$ cat src/common/acx_defines.vh
// Purpose: shared constants of the converter output control block
// Assumes: byte addresses on the register bus, 32-bit data words
// Notes: definitions only
`ifndef ACX_DEFINES_VH
`define ACX_DEFINES_VH

`define ACX_SAMPLE_W 12
`define ACX_ADDR_W 5

// register byte offsets
`define ACX_OFF_CTRL 5'h00
`define ACX_OFF_STATUS 5'h04
`define ACX_OFF_IRQ_STATUS 5'h08
`define ACX_OFF_IRQ_MASK 5'h0C
`define ACX_OFF_SAMPLE_COUNT 5'h10

// control register fields
`define ACX_CTRL_MODE_LSB 0
`define ACX_CTRL_MODE_MSB 2
`define ACX_CTRL_AC_INV_BIT 3
`define ACX_CTRL_RESET 32'h0000_0005

// clock input modes
`define ACX_MODE_DIFF 3'h1
`define ACX_MODE_TRUE_SE 3'h2
`define ACX_MODE_INV_SE 3'h3
`define ACX_MODE_AC 3'h4
`define ACX_MODE_TTL 3'h5

// status register fields
`define ACX_ST_WORD_LSB 0
`define ACX_ST_INRANGE_BIT 12
`define ACX_ST_CE_LOW_BIT 13
`define ACX_ST_FMT_BIT 14
`define ACX_ST_HOLD_BIT 15
`define ACX_ST_SEL_LSB 16

// interrupt bits
`define ACX_IRQ_W 3
`define ACX_IRQ_SAMPLE 0
`define ACX_IRQ_UNDER 1
`define ACX_IRQ_OVER 2
`define ACX_IRQ_MASK_RESET 3'h0

// output codes
`define ACX_CODE_LOW 12'h000
`define ACX_CODE_HIGH 12'hFFF
`define ACX_STROBE_ON 2'h1

`endif

$ cat src/logic/acx_pin_sync.v
// Purpose: two-stage synchroniser for a group of pin inputs
// Assumes: each bit is an independent level from outside the core clock
// Notes: the first stage is read only by the second stage
`timescale 1ns/10ps
module acx_pin_sync #(
   parameter WIDTH = 1
) (
   input wire clk_i,
   input wire rst_n_i,
   input wire [WIDTH-1:0] async_i,
   output wire [WIDTH-1:0] sync_o
);
   reg [WIDTH-1:0] meta_r;
   reg [WIDTH-1:0] sync_r;

   always @(posedge clk_i or negedge rst_n_i) begin
      if (!rst_n_i) begin
         meta_r <= {WIDTH{1'b0}};
         sync_r <= {WIDTH{1'b0}};
      end else begin
         meta_r <= async_i;
         sync_r <= meta_r;
      end
   end

   assign sync_o = sync_r;
endmodule

$ cat src/logic/acx_format_ctrl.v
// Purpose: digital output side of a 12-bit sampling converter with register access
// Assumes: the converter core holds its code and range flags stable around each sampling edge
// Notes: all converter-side input pins pass two flip-flops, the bus pins do not; outputs come straight from flip-flops
//
// The Avalon-MM interface to the registers and the address map were chosen for this implementation.
`timescale 1ns/10ps
`include "acx_defines.vh"
module acx_format_ctrl #(
   parameter SAMPLE_W = `ACX_SAMPLE_W
) (
   input wire CORE_CLK_I,
   input wire RST_N_I,
   input wire [`ACX_ADDR_W-1:0] AVS_ADDRESS_I,
   input wire AVS_READ_I,
   input wire AVS_WRITE_I,
   input wire [31:0] AVS_WRITEDATA_I,
   input wire [3:0] AVS_BYTEENABLE_I,
   output reg [31:0] AVS_READDATA_O,
   output reg AVS_WAITREQUEST_O,
   input wire SAMPLE_CLOCK_I,
   input wire CLOCK_INPUT_INVERTED_I,
   input wire [SAMPLE_W-1:0] CONV_CODE_I,
   input wire CONV_UNDERFLOW_I,
   input wire CONV_OVERFLOW_I,
   input wire OUTPUT_FORMAT_SELECT_I,
   input wire CHIP_ENABLE_LOW_N_I,
   input wire SAMPLE_HOLD_CONTROL_I,
   input wire DONE_STROBE_SELECT_LO_I,
   input wire DONE_STROBE_SELECT_HI_I,
   output reg [SAMPLE_W-1:0] SAMPLE_WORD_O,
   output reg [SAMPLE_W-1:0] SAMPLE_WORD_OE_O,
   output reg IN_RANGE_FLAG_O,
   output reg IN_RANGE_FLAG_OE_O,
   output reg DONE_STROBE_O,
   output reg HOLD_ACTIVE_O,
   output reg IRQ_O
);
   localparam PIN_W = SAMPLE_W + 7;
   localparam [31:0] CTRL_RST = `ACX_CTRL_RESET;

   wire [1:0] clk_sync;
   wire [PIN_W-1:0] pin_sync;
   wire s_clk_true;
   wire s_clk_inv;
   wire [SAMPLE_W-1:0] s_code;
   wire s_under;
   wire s_over;
   wire s_fmt;
   wire s_ce_n;
   wire s_hold;
   wire [1:0] s_sel;

   reg clk_true_prev_r;
   reg clk_inv_prev_r;
   reg [2:0] mode_r;
   reg ac_inv_r;
   reg [`ACX_IRQ_W-1:0] irq_st_r;
   reg [`ACX_IRQ_W-1:0] irq_st_nxt;
   reg [`ACX_IRQ_W-1:0] irq_mask_r;
   reg [31:0] sample_cnt_r;
   reg [31:0] ctrl_nxt;
   reg [31:0] rd_mux;
   reg edge_hit;
   reg [SAMPLE_W-1:0] clamped;
   reg [SAMPLE_W-1:0] formatted;

   wire rise_true;
   wire fall_true;
   wire rise_inv;
   wire new_word;
   wire in_range;
   wire bus_req;
   wire bus_wr;
   wire [`ACX_IRQ_W-1:0] irq_set;
   wire [`ACX_IRQ_W-1:0] irq_clr;

   // the two clock pins go through their own pair so edges are seen on a coherent view
   acx_pin_sync #(
      .WIDTH(2)
   ) u_clk_sync (
      .clk_i(CORE_CLK_I),
      .rst_n_i(RST_N_I),
      .async_i({CLOCK_INPUT_INVERTED_I, SAMPLE_CLOCK_I}),
      .sync_o(clk_sync)
   );

   // multi-bit code is synchronised bitwise; the core must keep it steady near the edge
   acx_pin_sync #(
      .WIDTH(PIN_W)
   ) u_pin_sync (
      .clk_i(CORE_CLK_I),
      .rst_n_i(RST_N_I),
      .async_i({DONE_STROBE_SELECT_HI_I, DONE_STROBE_SELECT_LO_I, SAMPLE_HOLD_CONTROL_I,
                CHIP_ENABLE_LOW_N_I, OUTPUT_FORMAT_SELECT_I, CONV_OVERFLOW_I,
                CONV_UNDERFLOW_I, CONV_CODE_I}),
      .sync_o(pin_sync)
   );

   assign s_clk_true = clk_sync[0];
   assign s_clk_inv = clk_sync[1];
   assign s_code = pin_sync[SAMPLE_W-1:0];
   assign s_under = pin_sync[SAMPLE_W];
   assign s_over = pin_sync[SAMPLE_W+1];
   assign s_fmt = pin_sync[SAMPLE_W+2];
   assign s_ce_n = pin_sync[SAMPLE_W+3];
   assign s_hold = pin_sync[SAMPLE_W+4];
   assign s_sel = pin_sync[SAMPLE_W+6:SAMPLE_W+5];

   // edge detection on the synchronised clock pins
   always @(posedge CORE_CLK_I or negedge RST_N_I) begin
      if (!RST_N_I) begin
         clk_true_prev_r <= 1'b0;
         clk_inv_prev_r <= 1'b0;
      end else begin
         clk_true_prev_r <= s_clk_true;
         clk_inv_prev_r <= s_clk_inv;
      end
   end

   assign rise_true = s_clk_true & ~clk_true_prev_r;
   assign fall_true = ~s_clk_true & clk_true_prev_r;
   assign rise_inv = s_clk_inv & ~clk_inv_prev_r;

   // sampling edge per clock input mode; unused codes give no edge, so they sample only in tracking mode
   always @* begin
      edge_hit = 1'b0;
      case (mode_r)
         `ACX_MODE_DIFF: begin
            edge_hit = rise_true;
         end
         `ACX_MODE_TRUE_SE: begin
            edge_hit = fall_true;
         end
         `ACX_MODE_INV_SE: begin
            edge_hit = rise_inv;
         end
         `ACX_MODE_AC: begin
            edge_hit = ac_inv_r ? rise_inv : fall_true;
         end
         `ACX_MODE_TTL: begin
            // inverted pin is grounded by the board, so only the true pin is watched
            edge_hit = fall_true;
         end
         default: begin
            edge_hit = 1'b0;
         end
      endcase
   end

   // tracking mode refreshes the word every core cycle
   assign new_word = s_hold ? edge_hit : 1'b1;

   // underflow takes priority if the core ever flags both
   always @* begin
      if (s_under) begin
         clamped = `ACX_CODE_LOW;
      end else if (s_over) begin
         clamped = `ACX_CODE_HIGH;
      end else begin
         clamped = s_code;
      end
      if (s_fmt) begin
         formatted = {~clamped[SAMPLE_W-1], clamped[SAMPLE_W-2:0]};
      end else begin
         formatted = clamped;
      end
   end

   assign in_range = ~(s_under | s_over);

   // output word, range flag, enables and strobe
   always @(posedge CORE_CLK_I or negedge RST_N_I) begin
      if (!RST_N_I) begin
         SAMPLE_WORD_O <= {SAMPLE_W{1'b0}};
         SAMPLE_WORD_OE_O <= {SAMPLE_W{1'b0}};
         IN_RANGE_FLAG_O <= 1'b0;
         IN_RANGE_FLAG_OE_O <= 1'b0;
         DONE_STROBE_O <= 1'b0;
         HOLD_ACTIVE_O <= 1'b0;
      end else begin
         if (new_word) begin
            SAMPLE_WORD_O <= formatted;
            IN_RANGE_FLAG_O <= in_range;
         end
         SAMPLE_WORD_OE_O <= {SAMPLE_W{~s_ce_n}};
         IN_RANGE_FLAG_OE_O <= ~s_ce_n;
         // selects 10 and 11 are left undefined; they are kept inactive here
         DONE_STROBE_O <= new_word & (s_sel == `ACX_STROBE_ON);
         HOLD_ACTIVE_O <= s_hold;
      end
   end

   // bus slave: one wait cycle, then the grant cycle with waitrequest low
   assign bus_req = AVS_READ_I | AVS_WRITE_I;
   assign bus_wr = AVS_WRITE_I & ~AVS_WAITREQUEST_O;

   function [31:0] merge_bytes;
      input [31:0] old_v;
      input [31:0] new_v;
      input [3:0] be;
      integer i;
      begin
         merge_bytes = old_v;
         for (i = 0; i < 4; i = i + 1) begin
            if (be[i]) begin
               merge_bytes[i*8 +: 8] = new_v[i*8 +: 8];
            end
         end
      end
   endfunction

   always @* begin
      rd_mux = 32'h0000_0000;
      case (AVS_ADDRESS_I)
         `ACX_OFF_CTRL: begin
            rd_mux[`ACX_CTRL_MODE_MSB:`ACX_CTRL_MODE_LSB] = mode_r;
            rd_mux[`ACX_CTRL_AC_INV_BIT] = ac_inv_r;
         end
         `ACX_OFF_STATUS: begin
            rd_mux[`ACX_ST_WORD_LSB +: SAMPLE_W] = SAMPLE_WORD_O;
            rd_mux[`ACX_ST_INRANGE_BIT] = IN_RANGE_FLAG_O;
            rd_mux[`ACX_ST_CE_LOW_BIT] = s_ce_n;
            rd_mux[`ACX_ST_FMT_BIT] = s_fmt;
            rd_mux[`ACX_ST_HOLD_BIT] = s_hold;
            rd_mux[`ACX_ST_SEL_LSB +: 2] = s_sel;
         end
         `ACX_OFF_IRQ_STATUS: begin
            rd_mux[`ACX_IRQ_W-1:0] = irq_st_r;
         end
         `ACX_OFF_IRQ_MASK: begin
            rd_mux[`ACX_IRQ_W-1:0] = irq_mask_r;
         end
         `ACX_OFF_SAMPLE_COUNT: begin
            rd_mux = sample_cnt_r;
         end
         default: begin
            rd_mux = 32'h0000_0000;
         end
      endcase
   end

   always @* begin
      ctrl_nxt = merge_bytes({28'h0000000, ac_inv_r, mode_r}, AVS_WRITEDATA_I, AVS_BYTEENABLE_I);
   end

   always @(posedge CORE_CLK_I or negedge RST_N_I) begin
      if (!RST_N_I) begin
         AVS_WAITREQUEST_O <= 1'b1;
         AVS_READDATA_O <= 32'h0000_0000;
      end else begin
         if (AVS_WAITREQUEST_O && bus_req) begin
            AVS_WAITREQUEST_O <= 1'b0;
            AVS_READDATA_O <= rd_mux;
         end else begin
            AVS_WAITREQUEST_O <= 1'b1;
         end
      end
   end

   // control and mask registers
   always @(posedge CORE_CLK_I or negedge RST_N_I) begin
      if (!RST_N_I) begin
         mode_r <= CTRL_RST[`ACX_CTRL_MODE_MSB:`ACX_CTRL_MODE_LSB];
         ac_inv_r <= CTRL_RST[`ACX_CTRL_AC_INV_BIT];
         irq_mask_r <= `ACX_IRQ_MASK_RESET;
      end else if (bus_wr) begin
         if (AVS_ADDRESS_I == `ACX_OFF_CTRL) begin
            mode_r <= ctrl_nxt[`ACX_CTRL_MODE_MSB:`ACX_CTRL_MODE_LSB];
            ac_inv_r <= ctrl_nxt[`ACX_CTRL_AC_INV_BIT];
         end
         if (AVS_ADDRESS_I == `ACX_OFF_IRQ_MASK && AVS_BYTEENABLE_I[0]) begin
            irq_mask_r <= AVS_WRITEDATA_I[`ACX_IRQ_W-1:0];
         end
      end
   end

   // sticky events; a new event beats a write-one clear in the same cycle
   assign irq_set = {new_word & s_over, new_word & s_under, new_word};
   assign irq_clr = (bus_wr && AVS_ADDRESS_I == `ACX_OFF_IRQ_STATUS && AVS_BYTEENABLE_I[0]) ?
                    AVS_WRITEDATA_I[`ACX_IRQ_W-1:0] : {`ACX_IRQ_W{1'b0}};

   always @* begin
      irq_st_nxt = (irq_st_r & ~irq_clr) | irq_set;
   end

   always @(posedge CORE_CLK_I or negedge RST_N_I) begin
      if (!RST_N_I) begin
         irq_st_r <= {`ACX_IRQ_W{1'b0}};
         sample_cnt_r <= 32'h0000_0000;
         IRQ_O <= 1'b0;
      end else begin
         irq_st_r <= irq_st_nxt;
         IRQ_O <= |(irq_st_nxt & irq_mask_r);
         if (new_word) begin
            sample_cnt_r <= sample_cnt_r + 32'h0000_0001;
         end
      end
   end
endmodule

$ cat config.mk
export PLATFORM = sky130hd
export DESIGN_NAME = acx_format_ctrl
export DESIGN_NICKNAME = d
export VERILOG_FILES = /design/src/logic/acx_pin_sync.v /design/src/logic/acx_format_ctrl.v
export VERILOG_INCLUDE_DIRS = /design/src /design/src/common
export SDC_FILE = /design/constraint.sdc
export NUM_CORES = 1
export LEC_CHECK = 0
export BUFFER_PORTS_ARGS = -buffer_cell sky130_fd_sc_hd__buf_2
export CORE_MARGIN = 3
export CORE_UTILIZATION = 40
export CTS_BUF_LIST = sky130_fd_sc_hd__clkbuf_4
export DETAILED_ROUTE_END_ITERATION = 10
export GPL_ROUTABILITY_DRIVEN = 0
export HOLD_SLACK_MARGIN = 0.03
export SYNTH_ARGS = -nofsm -noshare
export SYNTH_HDL_FRONTEND = slang
export SYNTH_SLANG_ARGS = --single-unit
export TNS_END_PERCENT = 10
$ cat constraint.sdc
create_clock -name CORE_CLK_I -period 2.2 [get_ports CORE_CLK_I]
set_input_delay 0.44 -clock CORE_CLK_I [delete_from_list [all_inputs] [get_ports CORE_CLK_I]]
set_output_delay 0.44 -clock CORE_CLK_I [all_outputs]
set_load 0.02 [all_outputs]
; After elaboration in Yosys (flattened, before gate mapping)
; Index checks and enable logic that the tools add are counted.
[word_totals]
regBits = 137
latch_bits = 0
ram_bits = 0
rom_bits = 0
out_inout_bits = 62
elab_cells = 72
n_memories = 0
[op_classes]
add_sub_neg = 1
mul = 0
div = 0
order_cmp = 0
n_eq_ne = 10
n_shift = 0
muxes = 12
bitwise_logic = 20
n_reduce_logical = 9
[ops]
columns = op, n
row1 = 12-bit two-way mux, 3
row2 = "32-bit by 1-bit adder with 32-bit output, second input constant", 1
row3 = 14-bit case mux with 2 select lines, 1
row4 = 3-bit case mux with 5 select lines, 1
row5 = 14-bit two-way mux, 1
row6 = "5-bit by 4-bit == test with 1-bit output, second input constant", 2
row7 = 1-bit AND, 7
row8 = 1-bit NOT, 7
row9 = 3-bit AND, 2
row10 = "3-bit by 2-bit == test with 1-bit output, second input constant", 2
row11 = "3-bit == test, second input constant", 2
row12 = "5-bit by 3-bit == test with 1-bit output, second input constant", 1
row13 = "5-bit == test, second input constant", 1
row14 = 5-bit zero test, 1
row15 = 1-bit logical AND, 4
row16 = 1-bit case mux with 4 select lines, 1
row17 = "3-bit by 1-bit == test with 1-bit output, second input constant", 1
row18 = 1-bit two-way mux, 3
row19 = 3-bit two-way mux, 1
row20 = 3-bit NOT, 1
row21 = 3-bit OR, 1
row22 = 1-bit case mux with 3 select lines, 1
row23 = 3-bit AND reduction, 1
row24 = 3-bit OR reduction, 1
row25 = 4 further kinds, 5

; Depth between registers and ports, before layout
[depth]
depth_word = 10
depth_mapped = 7
ltp_nobuf = 5

; By module
; From an unflattened synthesis, not the netlist that was laid out.
[hier_totals]
hier_cells = 448
area_unflattened_um2 = 5265.0
[by_module_without_submodules]
columns = module, n_inst, cells_per_inst, area_per_inst_um2
row1 = acx_format_ctrl, 1, 406, 4214.0
row2 = acx_pin_sync at u_pin_sync, 1, 38, 950.9
row3 = acx_pin_sync at u_clk_sync, 1, 4, 100.1

; Worst setup path before layout
; OpenSTA, ideal clock, no wires.
[synth_timing]
kind = input to register
start = in AVS_ADDRESS_I[2]
end = reg ac_inv_r
arrival_time_ps = 1731
required_ps = 2075
path_slack_ps = 344
stages = 5
cell_sequence = or4_4 -> nor2_1 -> and4b_1 -> buf_2 -> mux2_2
[synth_via]
elab_chain_len = 2
[synth_rtl]
columns = element, line_no
row1 = from (decl), acx_format_ctrl.v:13  ; input wire [`ACX_ADDR_W-1:0] AVS_ADDRESS_I,
row2 = 5-bit zero test, n/a
row3 = 3-bit AND reduction (no line), n/a
row4 = to (signal assigned), acx_format_ctrl.v:264  ; ac_inv_r <= CTRL_RST[`ACX_CTRL_AC_INV_BIT];
row5 = to (signal assigned), acx_format_ctrl.v:269  ; ac_inv_r <= ctrl_nxt[`ACX_CTRL_AC_INV_BIT];
row6 = to (decl), acx_format_ctrl.v:56  ; reg ac_inv_r;
; No other way between the ends.
; A chain may end at the register's enable or synchronous reset.

; Final worst setup path
[layout_timing]
start = reg mode_r[0]
end = reg sample_cnt_r[22]
[layout_via]
elab_chain_len = 4
[layout_rtl]
columns = element, line_no
row1 = from (decl), acx_format_ctrl.v:55  ; reg [2:0] mode_r;
row2 = from (signal assigned), acx_format_ctrl.v:263  ; mode_r <= CTRL_RST[`ACX_CTRL_MODE_MSB:`ACX_CTRL_MODE_LSB];
row3 = from (signal assigned), acx_format_ctrl.v:268  ; mode_r <= ctrl_nxt[`ACX_CTRL_MODE_MSB:`ACX_CTRL_MODE_LSB];
row4 = 3-bit == test / 3-bit by 2-bit == test with 1-bit output (equally long branches), acx_format_ctrl.v:127  ; case (mode_r)
row5 = 2-bit OR reduction (no line), n/a
row6 = 1-bit case mux with 4 select lines *, acx_format_ctrl.v:127
row7 = 1-bit two-way mux *, acx_format_ctrl.v:151  ; assign new_word = s_hold ? edge_hit : 1'b1;
row8 = to (signal assigned), acx_format_ctrl.v:295  ; sample_cnt_r <= sample_cnt_r + 32'h0000_0001;
row9 = to (decl), acx_format_ctrl.v:60  ; reg [31:0] sample_cnt_r;
; Mark *: on every way between the ends. The rest lies on a longest branch, timed or not.

==> impl_metrics.ini <==
[layout]
final_util_pct = 50.2
syn_to_final_growth_pct = 22.0
drive_gt1_share_pct = 28.2
final_nets = 664
stdcell_area_sq_um = 6700
diodes = 0
num-fill-cells = 1267

[place]
placedInstanceArea_sq_um = 6160
io_buffers = 96
dp_hpwl_mm = 7.76

[critical_path]
worstPathRequired_ps = 2660
startpoint_type = register
rr_endpoint = sample_cnt_r[22]
cp_cell_sequence = and3b_1, o221ai_2, o221ai_4, buf_4, nor4_2, xor2_1
cp.arrival_ps = 2460
worst-path-stages = 6
cpPeakStageDelay_ps = 590
path_buf_inv = 1
rr_worst_depth = 6
end_kind = register
r2r_slack_ps = 200
crit_slowest_cell = dfstp_2
path_class = register to register
r2r_start = mode_r[0]
critPathMaxFanout = 11
cp_top_family = flip-flops

[yosys]
syn_area_per_cell_sq_um = 11.5
synth_top_family_by_area = simple AND/OR/NAND/NOR gates
synthCells = 479
syn_area_sq_um = 5490
synthAdderAreaFrac_pct = 0.228
synth_compound_area_share_pct = 9.25
synth_mux_area_share_pct = 2.53
synth-edff-count = 0
synth_cell_type_count = 45
syn_nets = 546
synth_xor_xnor_area_share_pct = 5.10
yosysWarnings = 0
ys_ff_latch = 136
synth-async-reset-ratio_pct = 100
synth_ff_type = dfrtp_1
seq_area_frac_synth_pct = 62.0
synthSimpleGateAreaFrac_pct = 16.3

[cts]
root_buffer = clkbuf_4
cts_resized = 0
clock_latency_ps = 530
cts_buffer_depth = 2
cts_inserted_buffers = 17
clk_pin_slew_worst_paths_ps = 100
h-tree-depth = 4
cts_tree = done
cts.sinks = 136

[grt]
grt_usage_pct = 15.9
grt_pass1_wl_mm = 18.7
antenna_found_initial = 0
grt_pass1_vias = 3843
grt_max_degree = 66
grt_overflow_total = 0

[power]
p_int_uw = 3770
powerDensity_nw_per_um2 = 783
switchingPower_uw = 1470
sw_frac_of_total_pct = 28.1
vdd_drop_max_mv = 0.461
power.leakage_uw = 0.00323
clockPowerShare_pct = 31.8
seq_power_share_pct = 54.0
p_comb_share_pct = 14.2

[timing]
rsz0062_at_grt = false
setup_viol = 0
fin_hold_ws_ps = 145
clock.fmax_ghz = 0.501
tns_ps = 0
worst_pin_slew_ps = 693
skew_ps = 16.1
period_share_pct = 90.8
period_needed_ps = 2000
finalHoldViolations = 0
maxSlewHeadroom_pct = 53.7
report.final.slew_viol_count = 0

[die]
start_util_pct = 41.2
core-area_sq_um = 13300
die_area_sq_um = 15200
die-height_um = 123
io_pins = 128
rows = 42
die_w_um = 123

[detailed_routing]
routed_wl_mm = 11.2
ant_nets = 0
drtPass1Iterations = 4
wl_per_cell_um = 14.3
vias = 3867
drtIter0Drc = 169
vias_per_cell = 4.92
drc_errors = 0

[worst_hold_path]
min_from = AVS_WRITEDATA_I[3]
holdPathStages = 2
min_path_type = input pin to register
min_to = ac_inv_r

[outcome]
outcome = finished, final reports clean

[flow_run]
max-cap-violations = 0
## logic make-up (layout without fill, tap and decap cells)
group,after synthesis,count (layout)
AOI/OAI and AO/OA,80,80
muxes,13,13
xor gates and xnor gates,32,32
DFF,136,136
and+or+nand+nor,168,168
buffers and inverters,49,180
adders and majority gates,1,1
## synthesized netlist by cell type (5+ instances only)
| cell type | number | area share (%) |
|---|---|---|
| nand2_1 | 77 | 5.3 |
| o31ai_1 | 13 | 1.8 |
| mux2i_1 | 6 | 1.1 |
| nor3_1 | 12 | 1.1 |
| a22oi_1 | 14 | 1.9 |
| nor2_1 | 22 | 1.5 |
| mux2_2 | 7 | 1.4 |
| inv_1 | 11 | 0.75 |
| dfrtp_1 | 133 | 61 |
| buf_4 | 13 | 1.8 |
| xor2_1 | 27 | 4.3 |
| o21ai_0 | 38 | 3.5 |
| nand3_1 | 16 | 1.5 |
| xnor2_1 | 5 | 0.80 |
| clkbuf_1 | 16 | 1.1 |
| nor4_2 | 11 | 2.5 |
| buf_2 | 8 | 0.73 |
## how the worst max path moves through the flow
| stage | start | endpoint | slack, ps |
|---|---|---|---|
| floorplan | AVS_ADDRESS_I[2] | ac_inv_r | 340 |
| global placement | AVS_ADDRESS_I[2] | ac_inv_r | 110 |
| detailed placement | AVS_ADDRESS_I[2] | ac_inv_r | 90 |
| CTS | mode_r[0] | sample_cnt_r[20] | 110 |
| global route | mode_r[0] | sample_cnt_r[16] | 80 |
| finish | mode_r[0] | sample_cnt_r[22] | 200 |
## layer usage
metal | share of wire (%) | wire length [um] | global-route usage, % | vias up
met5 | 0 | 0 | 0 | -
met4 | 1.3 | 147 | 5.74 | 0
met3 | 5.3 | 590 | 4.62 | 12
met2 | 48 | 5330 | 24.9 | 87
met1 | 46 | 5150 | 21.0 | 1887
li1 | - | - | - | 1881
## power by group through the flow
stage / Combinational (uW) / Sequential [uW] / Clock, uW
2_1_floorplan: 399 / 2900 / 0
3_3_place_gp: 695 / 2880 / 0
3_5_place_dp: 708 / 2880 / 0
4_1_cts: 741 / 2830 / 1730
5_1_grt: 826 / 2860 / 1850
6_report: 743 / 2830 / 1670
## through the flow
stage / setup WS [ps] / cells / total power (uW)
floorplan: 344 / 479 / 3300
global placement: 112 / 728 / 3570
detailed placement: 93.3 / 728 / 3590
CTS: 114 / 782 / 5300
global route: 77.0 / 786 / 5550
finish: 202 / 786 / 5250
## placed cells by master (no fill, tap or decap), types with 4 or more instances in the layout
| cell type | n |
|---|---|
| dfrtp_1 | 133 |
| buf_2 | 95 |
| nand2_1 | 77 |
| o21ai_0 | 37 |
| xor2_1 | 27 |
| nor2_1 | 22 |
| dlygate4sd3_1 | 22 |
| clkbuf_4 | 21 |
| nand3_1 | 16 |
| buf_4 | 16 |
| a22oi_1 | 14 |
| o31ai_1 | 13 |
| nor3_1 | 12 |
| inv_1 | 11 |
| nor4_2 | 11 |
| mux2_2 | 7 |
| mux2i_1 | 6 |
| xnor2_1 | 5 |
| clkinv_2 | 5 |
| a21oi_1 | 4 |
| nor4_1 | 4 |
| and3_1 | 4 |
## state kept, by name, summed over array words and instances (netlist names)
name	count
u_pin_sync.meta_r	19
SAMPLE_WORD_O	12
AVS_READDATA_O	32
IN_RANGE_FLAG_OE_O	1
clk_true_prev_r	1
clk_inv_prev_r	1
irq_mask_r	3
IN_RANGE_FLAG_O	1
AVS_WAITREQUEST_O	1
DONE_STROBE_O	1
mode_r	3
ac_inv_r	1
irq_st_r	3
sample_cnt_r	32
HOLD_ACTIVE_O	1
IRQ_O	1
u_clk_sync.sync_o	2
u_clk_sync.meta_r	2
u_pin_sync.sync_o	19
## layout make-up
cell class | instances | area [sq um] | area share (%)
multi-input cells | 294 | 1860 | 27.7
clock buffers | 21 | 158 | 2.35
inverters | 11 | 41.3 | 0.616
well taps | 176 | 220 | 3.29
clock inverters | 11 | 130 | 1.94
repair buffers | 137 | 887 | 13.2
flip-flops and latches | 136 | 3410 | 50.8
## repair_timing
action,CTS,global route
hold buffers,22,0
endpoints found under the setup margin,0,4
buffers inserted,0,4
endpoints found under the hold margin,55,0
(Power assumes the default switching activity.)
